### src/inc/wse_pkg.sv
// package: register map, field layouts and reset values for the wake block
package wse_pkg;

    localparam int unsigned       WSE_ADDR_W        = 12;
    localparam int unsigned       WSE_DATA_W        = 32;
    localparam int unsigned       WSE_REG_W         = 8;

    // printed offsets are not all multiples of four: index, byte = 4*index
    localparam logic [7:0]        WSE_IDX_PIN_EN    = 8'h0e;
    localparam logic [7:0]        WSE_IDX_PERIPH_EN = 8'h0f;
    localparam logic [7:0]        WSE_IDX_SMI_STS   = 8'h10;
    localparam logic [7:0]        WSE_IDX_CTRL      = 8'h20;
    localparam logic [7:0]        WSE_IDX_IRQ_STS   = 8'h21;
    localparam logic [7:0]        WSE_IDX_IRQ_MASK  = 8'h22;
    localparam logic [7:0]        WSE_IDX_PIN_STS   = 8'h23;

    localparam logic [7:0]        WSE_RST_PIN_EN    = 8'h00;
    localparam logic [7:0]        WSE_RST_PERIPH_EN = 8'h00;
    localparam logic [7:0]        WSE_RST_SMI_STS   = 8'h02;
    localparam logic [7:0]        WSE_SMI_USED_MASK = 8'h9e;

    // peripheral enable bit positions
    localparam int unsigned       WSE_PE_PAR        = 0;
    localparam int unsigned       WSE_PE_SER2       = 1;
    localparam int unsigned       WSE_PE_SER1       = 2;
    localparam int unsigned       WSE_PE_FLOPPY     = 3;
    localparam int unsigned       WSE_PE_MOUSE      = 4;
    localparam int unsigned       WSE_PE_KBD        = 5;
    localparam int unsigned       WSE_PE_WDOG       = 6;
    localparam int unsigned       WSE_PE_SMBUS      = 7;

    // smi status bit positions
    localparam int unsigned       WSE_SS_PAR        = 1;
    localparam int unsigned       WSE_SS_SER2       = 2;
    localparam int unsigned       WSE_SS_SER1       = 3;
    localparam int unsigned       WSE_SS_FLOPPY     = 4;
    localparam int unsigned       WSE_SS_WDOG       = 7;

    // control register fields
    localparam int unsigned       WSE_CT_GLOBAL_EN  = 0;
    localparam int unsigned       WSE_CT_PAR_ACT    = 1;

    // interrupt status fields
    localparam int unsigned       WSE_IS_WAKE       = 0;
    localparam int unsigned       WSE_IS_BUS        = 1;
    localparam int unsigned       WSE_IS_SMI        = 2;
    localparam int unsigned       WSE_IS_W          = 3;

    typedef struct packed {
        logic parallel_port_irq;
        logic serial2_irq;
        logic serial1_irq;
        logic floppy_irq;
        logic mouse_irq;
        logic keyboard_irq;
        logic watchdog_event;
        logic sysmgmt_bus_event;
    } wse_periph_type;

endpackage : wse_pkg

### src/rtl/wse_wake_smi.sv
// wake-event enables, peripheral smi status and apb slave
// Summary of operation
// - Wake output asserts when pin enable, status and global enable are 1.
// - Enable 0 keeps a pin in its status but off the wake output.
// - Pin wake enable at index 0x0e gates pins 5_0 to 5_7 with bits 0 to 7.
// - Pin wake enable clears only on standby reset, never on main reset.
// - Peripheral enable at index 0x0f gates eight interrupts onto the bus.
// - The wake status bus asserts only for an enabled, signalling source.
// - Smi status 0x10 holds five sources in bits 1 to 4 and 7.
// - Smi status ignores writes and falls only when its source clears or a reset loads 0x02.
// - Parallel status is 1 while inactive and follows printer acknowledge.
// - Smi status resets to 0x02 on every reset, parallel bit held at 1.
//
// Our own choice: the APB register port.
`timescale 1ns/1ps
`default_nettype none

module wse_wake_smi
    import wse_pkg::*;
#(
    parameter int unsigned NUM_PINS = 8
)
(
    // clock and resets
    input  wire logic                      pclk,
    input  wire logic                      presetn,
    input  wire logic                      standby_power_rst_n,
    // apb slave
    input  wire logic                      psel,
    input  wire logic                      penable,
    input  wire logic                      pwrite,
    input  wire logic [wse_pkg::WSE_ADDR_W-1:0] paddr,
    input  wire logic [wse_pkg::WSE_DATA_W-1:0] pwdata,
    input  wire logic [3:0]                pstrb,
    output logic [wse_pkg::WSE_DATA_W-1:0] prdata,
    output logic                           pready,
    output logic                           pslverr,
    // wake pins, asynchronous
    input  wire logic [NUM_PINS-1:0]       gpio_pin_5,
    // peripheral interrupts, same clock
    input  wire wse_pkg::wse_periph_type   periph_irq,
    input  wire logic                      printer_acknowledge_in,
    // outputs
    output logic                           wake_request_out_n,
    output logic                           internal_wake_status_bus,
    output logic                           irq
);
    import wse_pkg::*;

    // the pin enable register is one byte wide, so no other pin count fits
    if (NUM_PINS != WSE_REG_W)
    begin : g_bad_width
        $error("NUM_PINS must equal the register width");
    end

    logic [NUM_PINS-1:0] pin_sync1;
    logic [NUM_PINS-1:0] pin_sync2;
    logic [NUM_PINS-1:0] pin_sync3;
    logic [NUM_PINS-1:0] pin_sts;
    logic [7:0]          pin_en;
    logic [7:0]          periph_en;
    logic [7:0]          ctrl;
    logic [7:0]          smi_sts;
    logic [WSE_IS_W-1:0] irq_sts;
    logic [WSE_IS_W-1:0] irq_mask;
    logic                wake_q;
    logic                bus_q;
    logic [WSE_DATA_W-1:0] next_prdata;

    // address decode
    wire        acc      = psel & penable;
    wire        wr       = acc & pwrite & pstrb[0];
    wire        rd       = acc & ~pwrite;
    wire        aligned  = (paddr[1:0] == 2'b00);
    wire [7:0]  idx      = paddr[9:2];
    wire        in_range = (paddr[WSE_ADDR_W-1:10] == '0) & aligned;
    wire        sel_pin  = in_range & (idx == WSE_IDX_PIN_EN);
    wire        sel_per  = in_range & (idx == WSE_IDX_PERIPH_EN);
    wire        sel_smi  = in_range & (idx == WSE_IDX_SMI_STS);
    wire        sel_ctl  = in_range & (idx == WSE_IDX_CTRL);
    wire        sel_ist  = in_range & (idx == WSE_IDX_IRQ_STS);
    wire        sel_imk  = in_range & (idx == WSE_IDX_IRQ_MASK);
    wire        sel_pst  = in_range & (idx == WSE_IDX_PIN_STS);
    wire        mapped   = sel_pin | sel_per | sel_smi | sel_ctl
                         | sel_ist | sel_imk | sel_pst;
    wire        global_en = ctrl[WSE_CT_GLOBAL_EN];
    wire        par_act   = ctrl[WSE_CT_PAR_ACT];

    // a change counts once second and third stages agree
    genvar g;
    generate
        for (g = 0; g < NUM_PINS; g++)
        begin : g_pin
            always_ff @(posedge pclk or negedge presetn)
            begin
                if (!presetn)
                begin
                    pin_sync1[g] <= 1'b0;
                    pin_sync2[g] <= 1'b0;
                    pin_sync3[g] <= 1'b0;
                    pin_sts[g]   <= 1'b0;
                end
                else
                begin
                    pin_sync1[g] <= gpio_pin_5[g];
                    pin_sync2[g] <= pin_sync1[g];
                    pin_sync3[g] <= pin_sync2[g];
                    if (pin_sync2[g] == pin_sync3[g])
                        pin_sts[g] <= pin_sync3[g];
                end
            end
        end
    endgenerate

    // wake request and internal bus
    wire wake_now = global_en & |(pin_en & pin_sts);
    wire [7:0] periph_vec = {periph_irq.sysmgmt_bus_event,
                             periph_irq.watchdog_event,
                             periph_irq.keyboard_irq,
                             periph_irq.mouse_irq,
                             periph_irq.floppy_irq,
                             periph_irq.serial1_irq,
                             periph_irq.serial2_irq,
                             periph_irq.parallel_port_irq};
    wire bus_now = |(periph_en & periph_vec);

    // parallel bit is 1 while the port is inactive
    wire par_bit = par_act ? printer_acknowledge_in : 1'b1;
    wire [7:0] next_smi = {periph_irq.watchdog_event, 2'b00,
                           periph_irq.floppy_irq,
                           periph_irq.serial1_irq,
                           periph_irq.serial2_irq,
                           par_bit, 1'b0};

    // standby-power domain: survives presetn
    always_ff @(posedge pclk or negedge standby_power_rst_n)
    begin
        if (!standby_power_rst_n)
            pin_en <= WSE_RST_PIN_EN;
        else if (wr & sel_pin)
            pin_en <= pwdata[7:0];
    end

    always_ff @(posedge pclk or negedge presetn)
    begin
        if (!presetn)
        begin
            periph_en <= WSE_RST_PERIPH_EN;
            ctrl      <= 8'h00;
            irq_mask  <= '0;
        end
        else if (wr)
        begin
            if (sel_per)
                periph_en <= pwdata[7:0];
            if (sel_ctl)
                ctrl <= pwdata[7:0];
            if (sel_imk)
                irq_mask <= pwdata[WSE_IS_W-1:0];
        end
    end

    // mirrors sources; writes have no effect
    // either reset restores the parallel bit, so both reach this register
    wire smi_rst_n = presetn & standby_power_rst_n;
    always_ff @(posedge pclk or negedge smi_rst_n)
    begin
        if (!smi_rst_n)
            smi_sts <= WSE_RST_SMI_STS;
        else
            smi_sts <= next_smi & WSE_SMI_USED_MASK;
    end

    always_ff @(posedge pclk or negedge presetn)
    begin
        if (!presetn)
        begin
            wake_q <= 1'b0;
            bus_q  <= 1'b0;
        end
        else
        begin
            wake_q <= wake_now;
            bus_q  <= bus_now;
        end
    end

    // sticky events: rising wake, rising bus, smi change; read clears,
    // a new event in the clearing cycle wins
    wire [WSE_IS_W-1:0] evt;
    assign evt[WSE_IS_WAKE] = wake_now & ~wake_q;
    assign evt[WSE_IS_BUS]  = bus_now & ~bus_q;
    assign evt[WSE_IS_SMI]  = |((next_smi & WSE_SMI_USED_MASK) ^ smi_sts);
    wire rd_clr = rd & sel_ist;
    // clear only what the setup cycle copied into prdata: an event that
    // lands at the setup edge would otherwise vanish unread
    wire [WSE_IS_W-1:0] clr_bits = rd_clr ? prdata[WSE_IS_W-1:0] : '0;

    always_ff @(posedge pclk or negedge presetn)
    begin
        if (!presetn)
            irq_sts <= '0;
        else
            irq_sts <= (irq_sts & ~clr_bits) | evt;
    end

    // read data
    always_comb
    begin
        next_prdata = '0;
        if (sel_pin)
            next_prdata[7:0] = pin_en;
        else if (sel_per)
            next_prdata[7:0] = periph_en;
        else if (sel_smi)
            next_prdata[7:0] = smi_sts;
        else if (sel_ctl)
            next_prdata[7:0] = ctrl;
        else if (sel_ist)
            next_prdata[WSE_IS_W-1:0] = irq_sts;
        else if (sel_imk)
            next_prdata[WSE_IS_W-1:0] = irq_mask;
        else if (sel_pst)
            next_prdata[NUM_PINS-1:0] = pin_sts;
    end

    always_ff @(posedge pclk or negedge presetn)
    begin
        if (!presetn)
            prdata <= '0;
        else if (psel & ~penable & ~pwrite)
            prdata <= next_prdata;
    end

    // zero wait states; unmapped access answers with an error
    assign pready  = 1'b1;
    assign pslverr = acc & ~mapped;

    always_ff @(posedge pclk or negedge presetn)
    begin
        if (!presetn)
        begin
            wake_request_out_n       <= 1'b1;
            internal_wake_status_bus <= 1'b0;
            irq                      <= 1'b0;
        end
        else
        begin
            wake_request_out_n       <= ~wake_now;
            internal_wake_status_bus <= bus_now;
            irq                      <= |(irq_sts & irq_mask);
        end
    end

    chk_wake_drive: assert property (
        @(posedge pclk) disable iff (!presetn)
        (global_en && |(pin_en & pin_sts)) |=> !wake_request_out_n)
        else $error("wake output not driven for enabled pin");
    chk_wake_gated: assert property (
        @(posedge pclk) disable iff (!presetn)
        !(|(pin_en & pin_sts)) |=> wake_request_out_n)
        else $error("wake output driven without enabled pin");
    chk_bus_gated: assert property (
        @(posedge pclk) disable iff (!presetn)
        (periph_en == 8'h00) |=> !internal_wake_status_bus)
        else $error("wake bus asserted with all enables 0");
    chk_bus_drive: assert property (
        @(posedge pclk) disable iff (!presetn)
        |(periph_en & periph_vec) |=> internal_wake_status_bus)
        else $error("wake bus missed enabled source");
    chk_smi_reserved: assert property (
        @(posedge pclk) disable iff (!presetn)
        (smi_sts & ~WSE_SMI_USED_MASK) == 8'h00)
        else $error("reserved smi bits set");
    chk_smi_nowrite: assert property (
        @(posedge pclk) disable iff (!presetn)
        (wr && sel_smi) |=> smi_sts == (($past(next_smi)) & WSE_SMI_USED_MASK))
        else $error("smi status changed by write");
    chk_smi_reset: assert property (
        @(posedge pclk)
        $rose(presetn) |-> smi_sts == WSE_RST_SMI_STS)
        else $error("smi status not at reset value after reset");
    chk_par_idle: assert property (
        @(posedge pclk) disable iff (!presetn)
        !par_act |=> smi_sts[WSE_SS_PAR])
        else $error("parallel bit low while inactive");
    chk_par_follow: assert property (
        @(posedge pclk) disable iff (!presetn)
        par_act |=> smi_sts[WSE_SS_PAR] == $past(printer_acknowledge_in))
        else $error("parallel bit not following acknowledge");
    chk_pin_en_clear: assert property (
        @(posedge pclk)
        $rose(standby_power_rst_n) |-> pin_en == WSE_RST_PIN_EN)
        else $error("pin enable not cleared by standby reset");
    chk_irq_level: assert property (
        @(posedge pclk) disable iff (!presetn)
        |(irq_sts & irq_mask) |=> irq)
        else $error("interrupt output missed pending status");
    chk_pin_en_keep: assert property (@(posedge pclk)
        disable iff (!standby_power_rst_n)
        !(wr && sel_pin) |=> $stable(pin_en))
        else $error("pin enable changed without write");

    cov_wake: cover property (@(posedge pclk) disable iff (!presetn)
        $fell(wake_request_out_n));
    cov_bus: cover property (@(posedge pclk) disable iff (!presetn)
        $rose(internal_wake_status_bus));
    cov_irq: cover property (@(posedge pclk) disable iff (!presetn)
        $rose(irq) ##[1:20] !irq);
    cov_par_follow: cover property (@(posedge pclk) disable iff (!presetn)
        par_act && !smi_sts[WSE_SS_PAR]);

endmodule : wse_wake_smi

`default_nettype wire

### config.mk
export PLATFORM = sky130hd
export DESIGN_NAME = wse_wake_smi
export DESIGN_NICKNAME = d
export VERILOG_FILES = /design/src/inc/wse_pkg.sv /design/src/rtl/wse_wake_smi.sv
export SDC_FILE = /design/constraint.sdc
export NUM_CORES = 1
export LEC_CHECK = 0
export BUFFER_PORTS_ARGS = -buffer_cell sky130_fd_sc_hd__buf_4
export CELL_PAD_IN_SITES_DETAIL_PLACEMENT = 0
export CELL_PAD_IN_SITES_GLOBAL_PLACEMENT = 1
export CORE_ASPECT_RATIO = 0.75
export CORE_MARGIN = 2
export CORE_UTILIZATION = 41
export CTS_BUF_LIST = sky130_fd_sc_hd__clkbuf_2
export CTS_CLUSTER_SIZE = 28
export DETAILED_ROUTE_END_ITERATION = 8
export PLACE_DENSITY = 0.88
export SLEW_MARGIN = 5
export SYNTH_ARGS = -nofsm -noshare
export SYNTH_HDL_FRONTEND = slang
export SYNTH_SLANG_ARGS = --single-unit
### constraint.sdc
create_clock -name pclk -period 1.8 [get_ports pclk]
set_input_delay 0.27 -clock pclk [delete_from_list [all_inputs] [get_ports pclk]]
set_output_delay 0.27 -clock pclk [all_outputs]
set_load 0.03 [all_outputs]
==> tab_implementation.tex, run 1 <==
\begin{tabular}{lr}
\hline
Metric & Value \\
\hline
\multicolumn{2}{l}{\textbf{Run status}} \\
Run status & finished clean \\
\multicolumn{2}{l}{\textbf{Worst setup path}} \\
Category of the worst setup path launch point & input port \\
Critical path class & input port to output port \\
Top fanout value on the critical path & 12 \\
R2r setup slk & 510 ps \\
Arrival @ worst endpoint & about 1500 ps \\
Crit path capture type & output port \\
WP data required & 1530 ps \\
Critical R2R Launch & ctrl[1] \\
Worst reg2reg path depth & 4 \\
Endpoint of the lowest-slack register-to-register path & prdata[1] \\
\multicolumn{2}{l}{\textbf{STA}} \\
Number of pins exceeding their max-slew limit in the final report & 0 \\
Final critical path time including I/O delays and setup & 1720 ps \\
Worst slew margin relative to its limit & 0.655 \\
FMAX & 0.581 GHz \\
Final Hold Fails & 0 \\
Worst-case setup margin in the final layout & about 79 ps \\
Worst Clk Skew & 15.3 ps \\
Final setup violation count & 0 \\
Worst hold slack & 74.0 ps \\
Measured slew at the worst slew-check pin & 510 ps \\
Share of the clock period used by the worst path & 0.956 \\
RSZ-0062 raised after global routing & no \\
\multicolumn{2}{l}{\textbf{Die}} \\
Initial core utilization & 0.418 \\
Width of the chip & around 110 µm \\
Area of the core region & about 0.0084 mm² \\
Row count & 29 \\
Vertical die dimension & between 80 and 90 µm \\
I/O pin count & about 110 \\
Die area & between 0.009 and 0.01 mm² \\
\multicolumn{2}{l}{\textbf{Route}} \\
Via total after detailed routing & roughly 2600 \\
Iter 0 DRT Violations & about 160 \\
Post-route ant nets & 0 \\
WL final & 8.39 mm \\
Average wire per standard cell & 16.8 µm \\
DR pass1 iterations & 5 \\
Routed via count divided by cell count & between 5 and 6 \\
DRC violations left & 0 \\
\multicolumn{2}{l}{\textbf{GRT}} \\
Global routing met3 resource utilization & 0.0610 \\
Total congestion overflow & 0 \\
Largest net degree at the start of global routing & 36 \\
First-pass GRT wire length & roughly 14 mm \\
Global-route track usage on met2 & 0.289 \\
GRT Util Overall & 0.193 \\
Grt met1 use & 0.281 \\
Global routing's busiest layer & met2 \\
Number of global-route vias before repair & roughly 2600 \\
Number of antenna violations at the first check in global routing & 0 \\
\multicolumn{2}{l}{\textbf{Yosys}} \\
Post-Synth Simple-Gate Area & 0.117 \\
Post-synth EDFFs & 0 \\
Number of synthesized register bits & roughly 80 \\
Dominant combinational cell family by area after synthesis & simple AND/OR/NAND/NOR gates \\
Number of unique standard cell types used by synthesis & 50 \\
Post-synth top area share & 0.550 \\
Post-synthesis cell type with the largest combined area & dfrtp\_1 \\
Mean area per synthesized cell & approximately 13 µm² \\
Seq/Total Area, Yosys & 0.565 \\
Synth async-reset ratio & 1.00 \\
Xor-xnor portion of the synthesized cell area & 0.0125 \\
Synth Area in Compound Gates & 0.101 \\
Count of warnings emitted by yosys & 0 \\
Post-synthesis share of cell area spent on full adders, half adders and majority gates & 0.0228 \\
Top flip-flop cell by instance count after synthesis & dfrtp\_1 \\
Cells after Synth & 280 \\
Post-synthesis mux area share & 0.111 \\
Post-Synthesis Cell Area & around 0.0035 mm² \\
Ranking of synthesized cells by area & dfrtp\_1, mux2\_2, buf\_4 \\
\multicolumn{2}{l}{\textbf{Placement}} \\
Worst setup slack before clock tree synthesis & -243 ps \\
Number of I/O port buffers & 55 \\
HPWL reported at the end of detailed placement & 6.37 mm \\
RD Place Congestion & just under 0.9 \\
\multicolumn{2}{l}{\textbf{CTS}} \\
CTS tree & built \\
Clock latency on the worst-skew pair & a little over 500 ps \\
Number of sinks on the clock net & 79 \\
Register clock-pin slew on the reported worst setup and hold paths & 200 ps \\
Maximum level of the CTS H-tree & 3 \\
Number of clock buffers inserted by TritonCTS & 9 \\
Bufs on Longest Clock Path & 2 \\
Master cell of the clock root buffer & clkbuf\_2 \\
\multicolumn{2}{l}{\textbf{Finish}} \\
Share of layout cells above drive strength 1 & 0.354 \\
Commonest cells after routing, fill and taps aside & buf\_4, dfrtp\_1, conb\_1 \\
Number of nets in the finished design & approximately 460 \\
Most common cell after layout, fill and taps aside & buf\_4 \\
Ant diodes & 0 \\
Area Overhead vs Synth & 27.6\% \\
\multicolumn{2}{l}{\textbf{Min path}} \\
Worst Hold Endpoint & internal\_wake\_status\_bus \\
Type of the most critical hold path & input port to flop \\
Worst hold path depth & 3 \\
Hold Crit Start & periph\_irq[0] \\
\multicolumn{2}{l}{\textbf{Power}} \\
Peak supply drop & between 0.6 and 0.7 mV \\
Leakage power figure & $\sim$2.1 nW \\
Cell area power density & roughly 700 mW/mm² \\
\multicolumn{2}{l}{\textbf{Run}} \\
\# Max-Cap Violations & 0 \\
\hline
\end{tabular}
==> worst max-delay path: stages <==
cell      delay, ps
buf_4           120
buf_4           160
nand4b_1        200
or2_2           310
a31oi_1         150
nor2_1           70
buf_4           170
==> per-stage QoR <==
stage | TNS (ps) | util | instances | power (mW) | area (µm²)
6_report | 0 | 0.534 | 498 | 3.13 | 4470
4_1_cts | 0 | 0.533 | 498 | 3.17 | 4470
5_1_grt | 0 | 0.534 | 498 | 3.29 | 4470
3_3_place_gp | -6000 | 0.493 | 458 | 2.29 | 4130
2_1_floorplan | -2020 | - | 303 | 2.13 | 3630
3_5_place_dp | -6100 | 0.493 | 458 | 2.30 | 4130
==> report_power, final <==
group / internal, mW / switching [mW] / leakage [nW] / total, mW
clock: 0.194 / 0.622 / 0.0585 / 0.817
sequential: 1.84 / 0.0422 / 0.999 / 1.88
combinational: 0.180 / 0.248 / 1.08 / 0.428
total: 2.21 / 0.913 / 2.13 / 3.13
==> cells in the mapped netlist (all sizes together) (6+ instances only) <==
cell	instances
a21oi	11
a22oi	10
buf	27
clkbuf	6
dfrtp	77
maj3	8
mux2	30
nand2	10
nand2b	6
nor2	10
==> sequential cells by signal, indices dropped and copies added, names as in the netlist, 3 cells and up <==
| signal | count |
|---|---|
| periph_en | 8 |
| pin_sync3 | 8 |
| prdata | 8 |
| ctrl | 8 |
| pin_sync1 | 8 |
| pin_sts | 8 |
| smi_sts | 5 |
| pin_en | 8 |
| pin_sync2 | 8 |
| irq_mask | 3 |
| irq_sts | 3 |
==> layer usage <==
layer / up-vias / wire length, µm / part of all wire
met1: 1259 / 3840 / 0.46
met5: - / 0 / 0
met4: 0 / 33 / 0.0039
met3: 4 / 598 / 0.071
li1: 1197 / - / -
met2: 96 / 3920 / 0.47
==> cells by family (layout without fill, tap and decap cells) <==
logic type,count (synthesis),after routing
DFF,79,79
and+or+nand+nor,66,66
AOI/OAI and AO/OA,48,48
buffers and inverters,37,124
muxes,35,35
adders and majority gates,8,8
xor gates and xnor gates,5,5
other,2,25
==> worst max-delay path by stage <==
| stage | from | slack, ps | end | depth (start not counted) |
|---|---|---|---|---|
| after floorplan | paddr[11] | -190 | periph_en[0] | 5 |
| after global placement | paddr[6] | -240 | ctrl[1] | 6 |
| after detailed placement | paddr[11] | -240 | periph_en[5] | 6 |
| after CTS | paddr[6] | 60 | pslverr | 7 |
| after global routing | paddr[6] | 20 | pslverr | 7 |
| final | paddr[6] | 80 | pslverr | 7 |
==> final cells by class <==
type / count / area (µm²)
tap: 108 / 135
fill: 717 / 3910
clock buffer: 10 / 50.0
clock inverter: 6 / 46.3
inverter: 4 / 15.0
timing repair buffer: 104 / 838
multi-input combinational: 187 / 1410
sequential: 79 / 1980
==> timing repair <==
action | CTS | global route
gates resized for setup | 0 | 1
buffers inserted | 1 | 0
pin swaps | 0 | 1
cloned | 0 | 0
hold endpoints to repair | 82 | 0
hold buffers | 23 | 0
setup endpoints to repair | 1 | 1
Note: power is estimated with default switching activity, not from simulation.
==> inputs of run 2 (changes only) <==
==> constraint.sdc (replaced) <==
create_clock -name pclk -period 1.9 [get_ports pclk]
set_input_delay 0.285 -clock pclk [delete_from_list [all_inputs] [get_ports pclk]]
set_output_delay 0.285 -clock pclk [all_outputs]
set_load 0.03 [all_outputs]
==> tab_implementation.tex, run 2 (synthesis gave the netlist of run 1 again) <==
\begin{tabular}{lr}
\hline
Metric & Value \\
\hline
\multicolumn{2}{l}{\textbf{GRT}} \\
Number of antenna violations at the first check in global routing & 0 (unchanged) \\
Number of global-route vias before repair & 2573 (was 2588) \\
GRT Util Overall & 0.193 (about the same) \\
First-pass GRT wire length & 13.8 mm (was 13.9 mm) \\
Largest net degree at the start of global routing & 56 (was 36) \\
Total congestion overflow & 0 (unchanged) \\
\multicolumn{2}{l}{\textbf{Finish}} \\
Ant diodes & 0 (unchanged) \\
Number of nets in the finished design & 455 (was 456) \\
Final instance count without filler cells & 496 (was 498) \\
Commonest cells after routing, fill and taps aside & dfrtp\_1, buf\_4, mux2\_2 (was buf\_4, dfrtp\_1, conb\_1) \\
Share of layout cells above drive strength 1 & 0.348 (was 0.354) \\
Area Overhead vs Synth & 28.9\% (was 27.6\%) \\
Fill cell instance count of the final layout & 729 (was 717) \\
\multicolumn{2}{l}{\textbf{Worst setup path}} \\
WP data required & 1620 ps (was 1530 ps) \\
Critical path class & input port to output port (unchanged) \\
Crit path capture type & output port (unchanged) \\
R2r setup slk & 640 ps (was 510 ps) \\
Category of the worst setup path launch point & input port (unchanged) \\
Arrival @ worst endpoint & 1510 ps (was 1450 ps) \\
Top fanout value on the critical path & 2 (was 12) \\
\multicolumn{2}{l}{\textbf{Run status}} \\
Run status & finished clean (unchanged) \\
\multicolumn{2}{l}{\textbf{Placement}} \\
Placed instance count & 457 (was 458) \\
Worst setup slack before clock tree synthesis & -159 ps (was -243 ps) \\
RD Place Congestion & 0.899 (was 0.873) \\
HPWL reported at the end of detailed placement & 6.30 mm (was 6.37 mm) \\
Number of I/O port buffers & 55 (unchanged) \\
\multicolumn{2}{l}{\textbf{Route}} \\
DRC violations left & 0 (unchanged) \\
Average wire per standard cell & 16.9 µm (was 16.8 µm) \\
Iter 0 DRT Violations & 220 (was 156) \\
Routed via count divided by cell count & 5.25 (was 5.13) \\
WL final & 8.36 mm (was 8.39 mm) \\
Via total after detailed routing & 2605 (was 2556) \\
Post-route ant nets & 0 (unchanged) \\
DR pass1 iterations & 4 (was 5) \\
\multicolumn{2}{l}{\textbf{CTS}} \\
Maximum level of the CTS H-tree & 3 (unchanged) \\
Register clock-pin slew on the reported worst setup and hold paths & 210 ps (was 200 ps) \\
Master cell of the clock root buffer & clkbuf\_2 (unchanged) \\
Number of sinks on the clock net & 79 (unchanged) \\
CTS resizes & 0 (unchanged) \\
Bufs on Longest Clock Path & 2 (unchanged) \\
Clock latency on the worst-skew pair & 520 ps (was 510 ps) \\
Number of clock buffers inserted by TritonCTS & 9 (unchanged) \\
CTS tree & built (unchanged) \\
\multicolumn{2}{l}{\textbf{STA}} \\
Worst Clk Skew & 25.0 ps (was 15.3 ps) \\
RSZ-0062 raised after global routing & no (unchanged) \\
Final setup violation count & 0 (unchanged) \\
Worst-case setup margin in the final layout & 110 ps (was 78.5 ps) \\
Final Hold Fails & 0 (unchanged) \\
Number of pins exceeding their max-slew limit in the final report & 0 (unchanged) \\
FMAX & roughly 0.56 GHz \\
Final critical path time including I/O delays and setup & between 1500 and 2000 ps \\
Share of the clock period used by the worst path & 0.942 \\
Worst hold slack & 64.5 ps (was 74.0 ps) \\
\multicolumn{2}{l}{\textbf{Die}} \\
Width of the chip & 111 µm (unchanged) \\
Die area & 0.00931 mm² (unchanged) \\
Row count & 29 (unchanged) \\
Area of the core region & 0.00838 mm² (unchanged) \\
Initial core utilization & 0.418 (unchanged) \\
I/O pin count & 108 (unchanged) \\
Vertical die dimension & 84.1 µm (unchanged) \\
\multicolumn{2}{l}{\textbf{Power}} \\
Peak supply drop & 0.461 mV (was 0.615 mV) \\
Total chip power & 3.31 mW (was 3.13 mW) \\
Leakage power figure & 2.16 nW (was 2.13 nW) \\
Cell area power density & 732 mW/mm² (was 699 mW/mm²) \\
\multicolumn{2}{l}{\textbf{Min path}} \\
Type of the most critical hold path & input port to flop (unchanged) \\
\multicolumn{2}{l}{\textbf{Run}} \\
\# Max-Cap Violations & 0 (unchanged) \\
\hline
\end{tabular}
==> run 2: stage by stage <==
step	cell area (µm²)	setup TNS (ps)	util
floorplan	3600	-871	-
global placement	4130	-3100	0.493
detailed placement	4130	-3170	0.493
CTS	4500	0	0.537
global route	4520	0	0.539
finish	4520	0	0.539
==> run 2: area by class of cell <==
type,count,area [µm²],share of cell area
clock buffer,11,55.1,0.0122
sequential,79,1980,0.438
timing repair buffer,103,868,0.192
multi-input combinational,187,1370,0.304
clock inverter,4,95.1,0.0210
inverter,4,15.0,0.00332
tap,108,135,0.0299
==> run 2: report_power, final <==
group / internal, mW / total, mW / switching [mW]
combinational: 0.174 / 0.410 / 0.235
sequential: 1.74 / 1.78 / 0.0424
clock: 0.570 / 1.12 / 0.546
==> run 2: what timing repair did <==
item / 4_1_cts / 5_1_grt
buffers inserted: 1 / 0
endpoints found under the hold margin: 106 / 3
setup endpoints to repair: 1 / 0
hold buffers: 21 / 2
==> run 2: per-layer routing <==
metal / track usage / up-vias / part of all wire / routed length [µm]
li1: - / 1193 / - / -
met1: 0.272 / 1296 / 0.45 / 3750
met2: 0.293 / 102 / 0.46 / 3820
met3: 0.0552 / 14 / 0.081 / 676
met4: 0.0568 / 0 / 0.014 / 121
met5: 0 / - / 0 / 0
==> run 2: worst max-delay path, stage by stage <==
cell and delay, ps:
buf_4 120, buf_4 130, nand4b_1 220, or2_2 330
a31oi_1 200, nor2_1 60, buf_4 160
==> run 2: final timing paths <==
kind	start	endpoint	cells after the start
max	paddr[6]	pslverr	7
min reg2reg	pin_sync1[7]	pin_sync2[7]	0
max in group asynchronous	presetn	wake_request_out_n	3
max reg2reg	ctrl[1]	prdata[1]	4
min	periph_irq[0]	internal_wake_status_bus	3
min in group asynchronous	standby_power_rst_n	pin_en[5]	2
==> inputs of run 3 (changes only) <==
--- a/config.mk
+++ b/config.mk
@@ -10,11 +10,11 @@
 export CELL_PAD_IN_SITES_GLOBAL_PLACEMENT = 1
 export CORE_ASPECT_RATIO = 0.75
 export CORE_MARGIN = 2
-export CORE_UTILIZATION = 41
+export CORE_UTILIZATION = 35
 export CTS_BUF_LIST = sky130_fd_sc_hd__clkbuf_2
 export CTS_CLUSTER_SIZE = 28
 export DETAILED_ROUTE_END_ITERATION = 8
-export PLACE_DENSITY = 0.88
+export PLACE_DENSITY = 0.78
 export SLEW_MARGIN = 5
 export SYNTH_ARGS = -nofsm -noshare
 export SYNTH_HDL_FRONTEND = slang
==> tab_implementation.tex, run 3 (synthesis gave the netlist of run 1 again) <==
\begin{tabular}{lr}
\hline
Metric & Value \\
\hline
\multicolumn{2}{l}{\textbf{Run status}} \\
Run status & finished clean (unchanged) \\
\multicolumn{2}{l}{\textbf{Run}} \\
\# Max-Cap Violations & 0 (unchanged) \\
\multicolumn{2}{l}{\textbf{Die}} \\
I/O pin count & 108 (unchanged) \\
Row count & 31 (was 29) \\
Vertical die dimension & 90.7 µm (was 84.1 µm) \\
Area of the core region & 0.00970 mm² (was 0.00838 mm²) \\
Initial core utilization & 0.362 (was 0.418) \\
Width of the chip & 120 µm (was 111 µm) \\
Die area & 0.0108 mm² (was 0.00931 mm²) \\
\multicolumn{2}{l}{\textbf{CTS}} \\
Register clock-pin slew on the reported worst setup and hold paths & 210 ps (about the same) \\
Maximum level of the CTS H-tree & 3 (unchanged) \\
Master cell of the clock root buffer & clkbuf\_2 (unchanged) \\
CTS tree & built (unchanged) \\
Number of sinks on the clock net & 79 (unchanged) \\
Clock latency on the worst-skew pair & 530 ps (was 520 ps) \\
Bufs on Longest Clock Path & 2 (unchanged) \\
Number of clock buffers inserted by TritonCTS & 9 (unchanged) \\
\multicolumn{2}{l}{\textbf{Placement}} \\
Worst setup slack before clock tree synthesis & -213 ps (was -159 ps) \\
RD Place Congestion & 0.913 (was 0.899) \\
Placement-stage cell area & 0.00415 mm² (was 0.00413 mm²) \\
HPWL reported at the end of detailed placement & 6.69 mm (was 6.30 mm) \\
Placed instance count & 481 (was 457) \\
Number of I/O port buffers & 55 (unchanged) \\
\multicolumn{2}{l}{\textbf{Worst setup path}} \\
Critical R2R Launch & periph\_en[4] (was ctrl[1]) \\
R2r setup slk & 550 ps (was 640 ps) \\
Arrival @ worst endpoint & 1550 ps (was 1510 ps) \\
Worst reg2reg path depth & 3 (was 4) \\
Endpoint of the lowest-slack register-to-register path & irq\_sts[1] (was prdata[1]) \\
Category of the worst setup path launch point & input port (unchanged) \\
Critical path class & input port to output port (unchanged) \\
WP data required & 1620 ps (about the same) \\
Crit path capture type & output port (unchanged) \\
Top fanout value on the critical path & 4 (was 2) \\
\multicolumn{2}{l}{\textbf{Min path}} \\
Type of the most critical hold path & input port to flop (unchanged) \\
Worst hold path depth & 2 (was 3) \\
Worst Hold Endpoint & smi\_sts[1] (was internal\_wake\_status\_bus) \\
Hold Crit Start & printer\_acknowledge\_in (was periph\_irq[0]) \\
\multicolumn{2}{l}{\textbf{Finish}} \\
Number of nets in the finished design & 453 (was 455) \\
Share of layout cells above drive strength 1 & 0.346 (was 0.348) \\
Fill cell instance count of the final layout & 908 (was 729) \\
Utilization after layout & 0.463 (was 0.539) \\
Area Overhead vs Synth & 28.2\% (was 28.9\%) \\
Final Cell Area & 0.00449 mm² (was 0.00452 mm²) \\
Footprint of the flip-flops and latches & 0.00198 mm² (unchanged) \\
Ant diodes & 0 (unchanged) \\
Area used by multi-input combinational logic & 0.00137 mm² (unchanged) \\
Final instance count without filler cells & 519 (was 496) \\
Commonest cells after routing, fill and taps aside & dfrtp\_1, buf\_4, mux2\_2 (unchanged) \\
\multicolumn{2}{l}{\textbf{Route}} \\
DRC violations left & 0 (unchanged) \\
Average wire per standard cell & 17.1 µm (was 16.9 µm) \\
Via total after detailed routing & 2542 (was 2605) \\
Post-route ant nets & 0 (unchanged) \\
DR pass1 iterations & 4 (unchanged) \\
Routed via count divided by cell count & 4.90 (was 5.25) \\
WL final & 8.86 mm (was 8.36 mm) \\
Iter 0 DRT Violations & 177 (was 220) \\
\multicolumn{2}{l}{\textbf{STA}} \\
Final critical path time including I/O delays and setup & 1840 ps (was 1790 ps) \\
RSZ-0062 raised after global routing & no (unchanged) \\
Worst Clk Skew & 15.1 ps (was 25.0 ps) \\
Worst hold slack & 13.1 ps (was 64.5 ps) \\
Final Hold Fails & 0 (unchanged) \\
Number of pins exceeding their max-slew limit in the final report & 0 (unchanged) \\
Worst-case setup margin in the final layout & 63.2 ps (was 110 ps) \\
Final setup violation count & 0 (unchanged) \\
FMAX & 0.544 GHz (was 0.559 GHz) \\
Share of the clock period used by the worst path & 0.967 (was 0.942) \\
\multicolumn{2}{l}{\textbf{Power}} \\
Cell area power density & 696 mW/mm² (was 732 mW/mm²) \\
Leakage power figure & 2.13 nW (was 2.16 nW) \\
Peak supply drop & 0.310 mV (was 0.461 mV) \\
\multicolumn{2}{l}{\textbf{GRT}} \\
Total congestion overflow & 0 (unchanged) \\
GRT Util Overall & 0.171 (was 0.193) \\
Number of global-route vias before repair & 2514 (was 2573) \\
First-pass GRT wire length & 14.0 mm (was 13.8 mm) \\
Largest net degree at the start of global routing & 27 (was 56) \\
Number of antenna violations at the first check in global routing & 0 (unchanged) \\
\hline
\end{tabular}
-- run 3: cell count changes in the layout (fill, tap and decap cells not counted), sizes merged --
cell | previous run | this run
clkbuf | 11 | 9
buf | 80 | 79
inv | 4 | 7
dlygate4sd3 | 23 | 22
clkinv | 1 | 2
clkinvlp | 0 | 1
bufinv | 3 | 1
-- run 3: metal layers --
| metal | vias up | part of all wire | global-route usage |
|---|---|---|---|
| li1 | 1182 | - | - |
| met2 | 99 | 0.43 | 0.244 |
| met5 | - | 0 | 0 |
| met4 | 0 | 0.018 | 0.0500 |
| met1 | 1248 | 0.48 | 0.252 |
| met3 | 13 | 0.070 | 0.0480 |
-- run 3: where the power goes --
| group | total (mW) | internal, mW | switching, mW |
|---|---|---|---|
| registers | 1.78 | 1.74 | 0.0408 |
| clock network | 0.939 | 0.320 | 0.619 |
| logic | 0.406 | 0.170 | 0.236 |
| total | 3.13 | 2.23 | 0.896 |
-- run 3: through the flow --
stage,power [mW],TNS [ps]
2_1_floorplan,2.02,-871
3_3_place_gp,2.18,-4280
3_5_place_dp,2.18,-4160
4_1_cts,3.16,0
5_1_grt,3.28,0
6_report,3.13,0
-- run 3: final cells by class --
class | instances | area share
Multi-Input combinational cell | 187 | 0.305
Inverter | 4 | 0.00334
Clock inverter | 7 | 0.0175
Sequential cell | 79 | 0.440
Tap cell | 132 | 0.0367
Clock buffer | 9 | 0.0100
Timing Repair Buffer | 101 | 0.187
-- run 3: worst max-delay path by stage --
| stage | from | end | slack [ps] | cells past startpoint |
|---|---|---|---|---|
| after floorplan | paddr[11] | periph_en[0] | -110 | 5 |
| after global placement | paddr[11] | ctrl[3] | -220 | 7 |
| after detailed placement | paddr[11] | ctrl[6] | -210 | 7 |
| after CTS | paddr[5] | pslverr | 100 | 7 |
| after global routing | paddr[5] | pslverr | 20 | 7 |
| final | paddr[5] | pslverr | 60 | 7 |
-- run 3: worst max-delay path: stages --
cell and delay (ps):
buf_4 90, buf_4 110, nand4b_1 240, or2_2 380
a31oi_1 210, nor2_1 70, buf_4 170
-- run 3: timing repair --
item	CTS	global route
endpoints found under the hold margin	76	3
buffers inserted	0	0
hold buffers	20	2
resized for setup	0	0
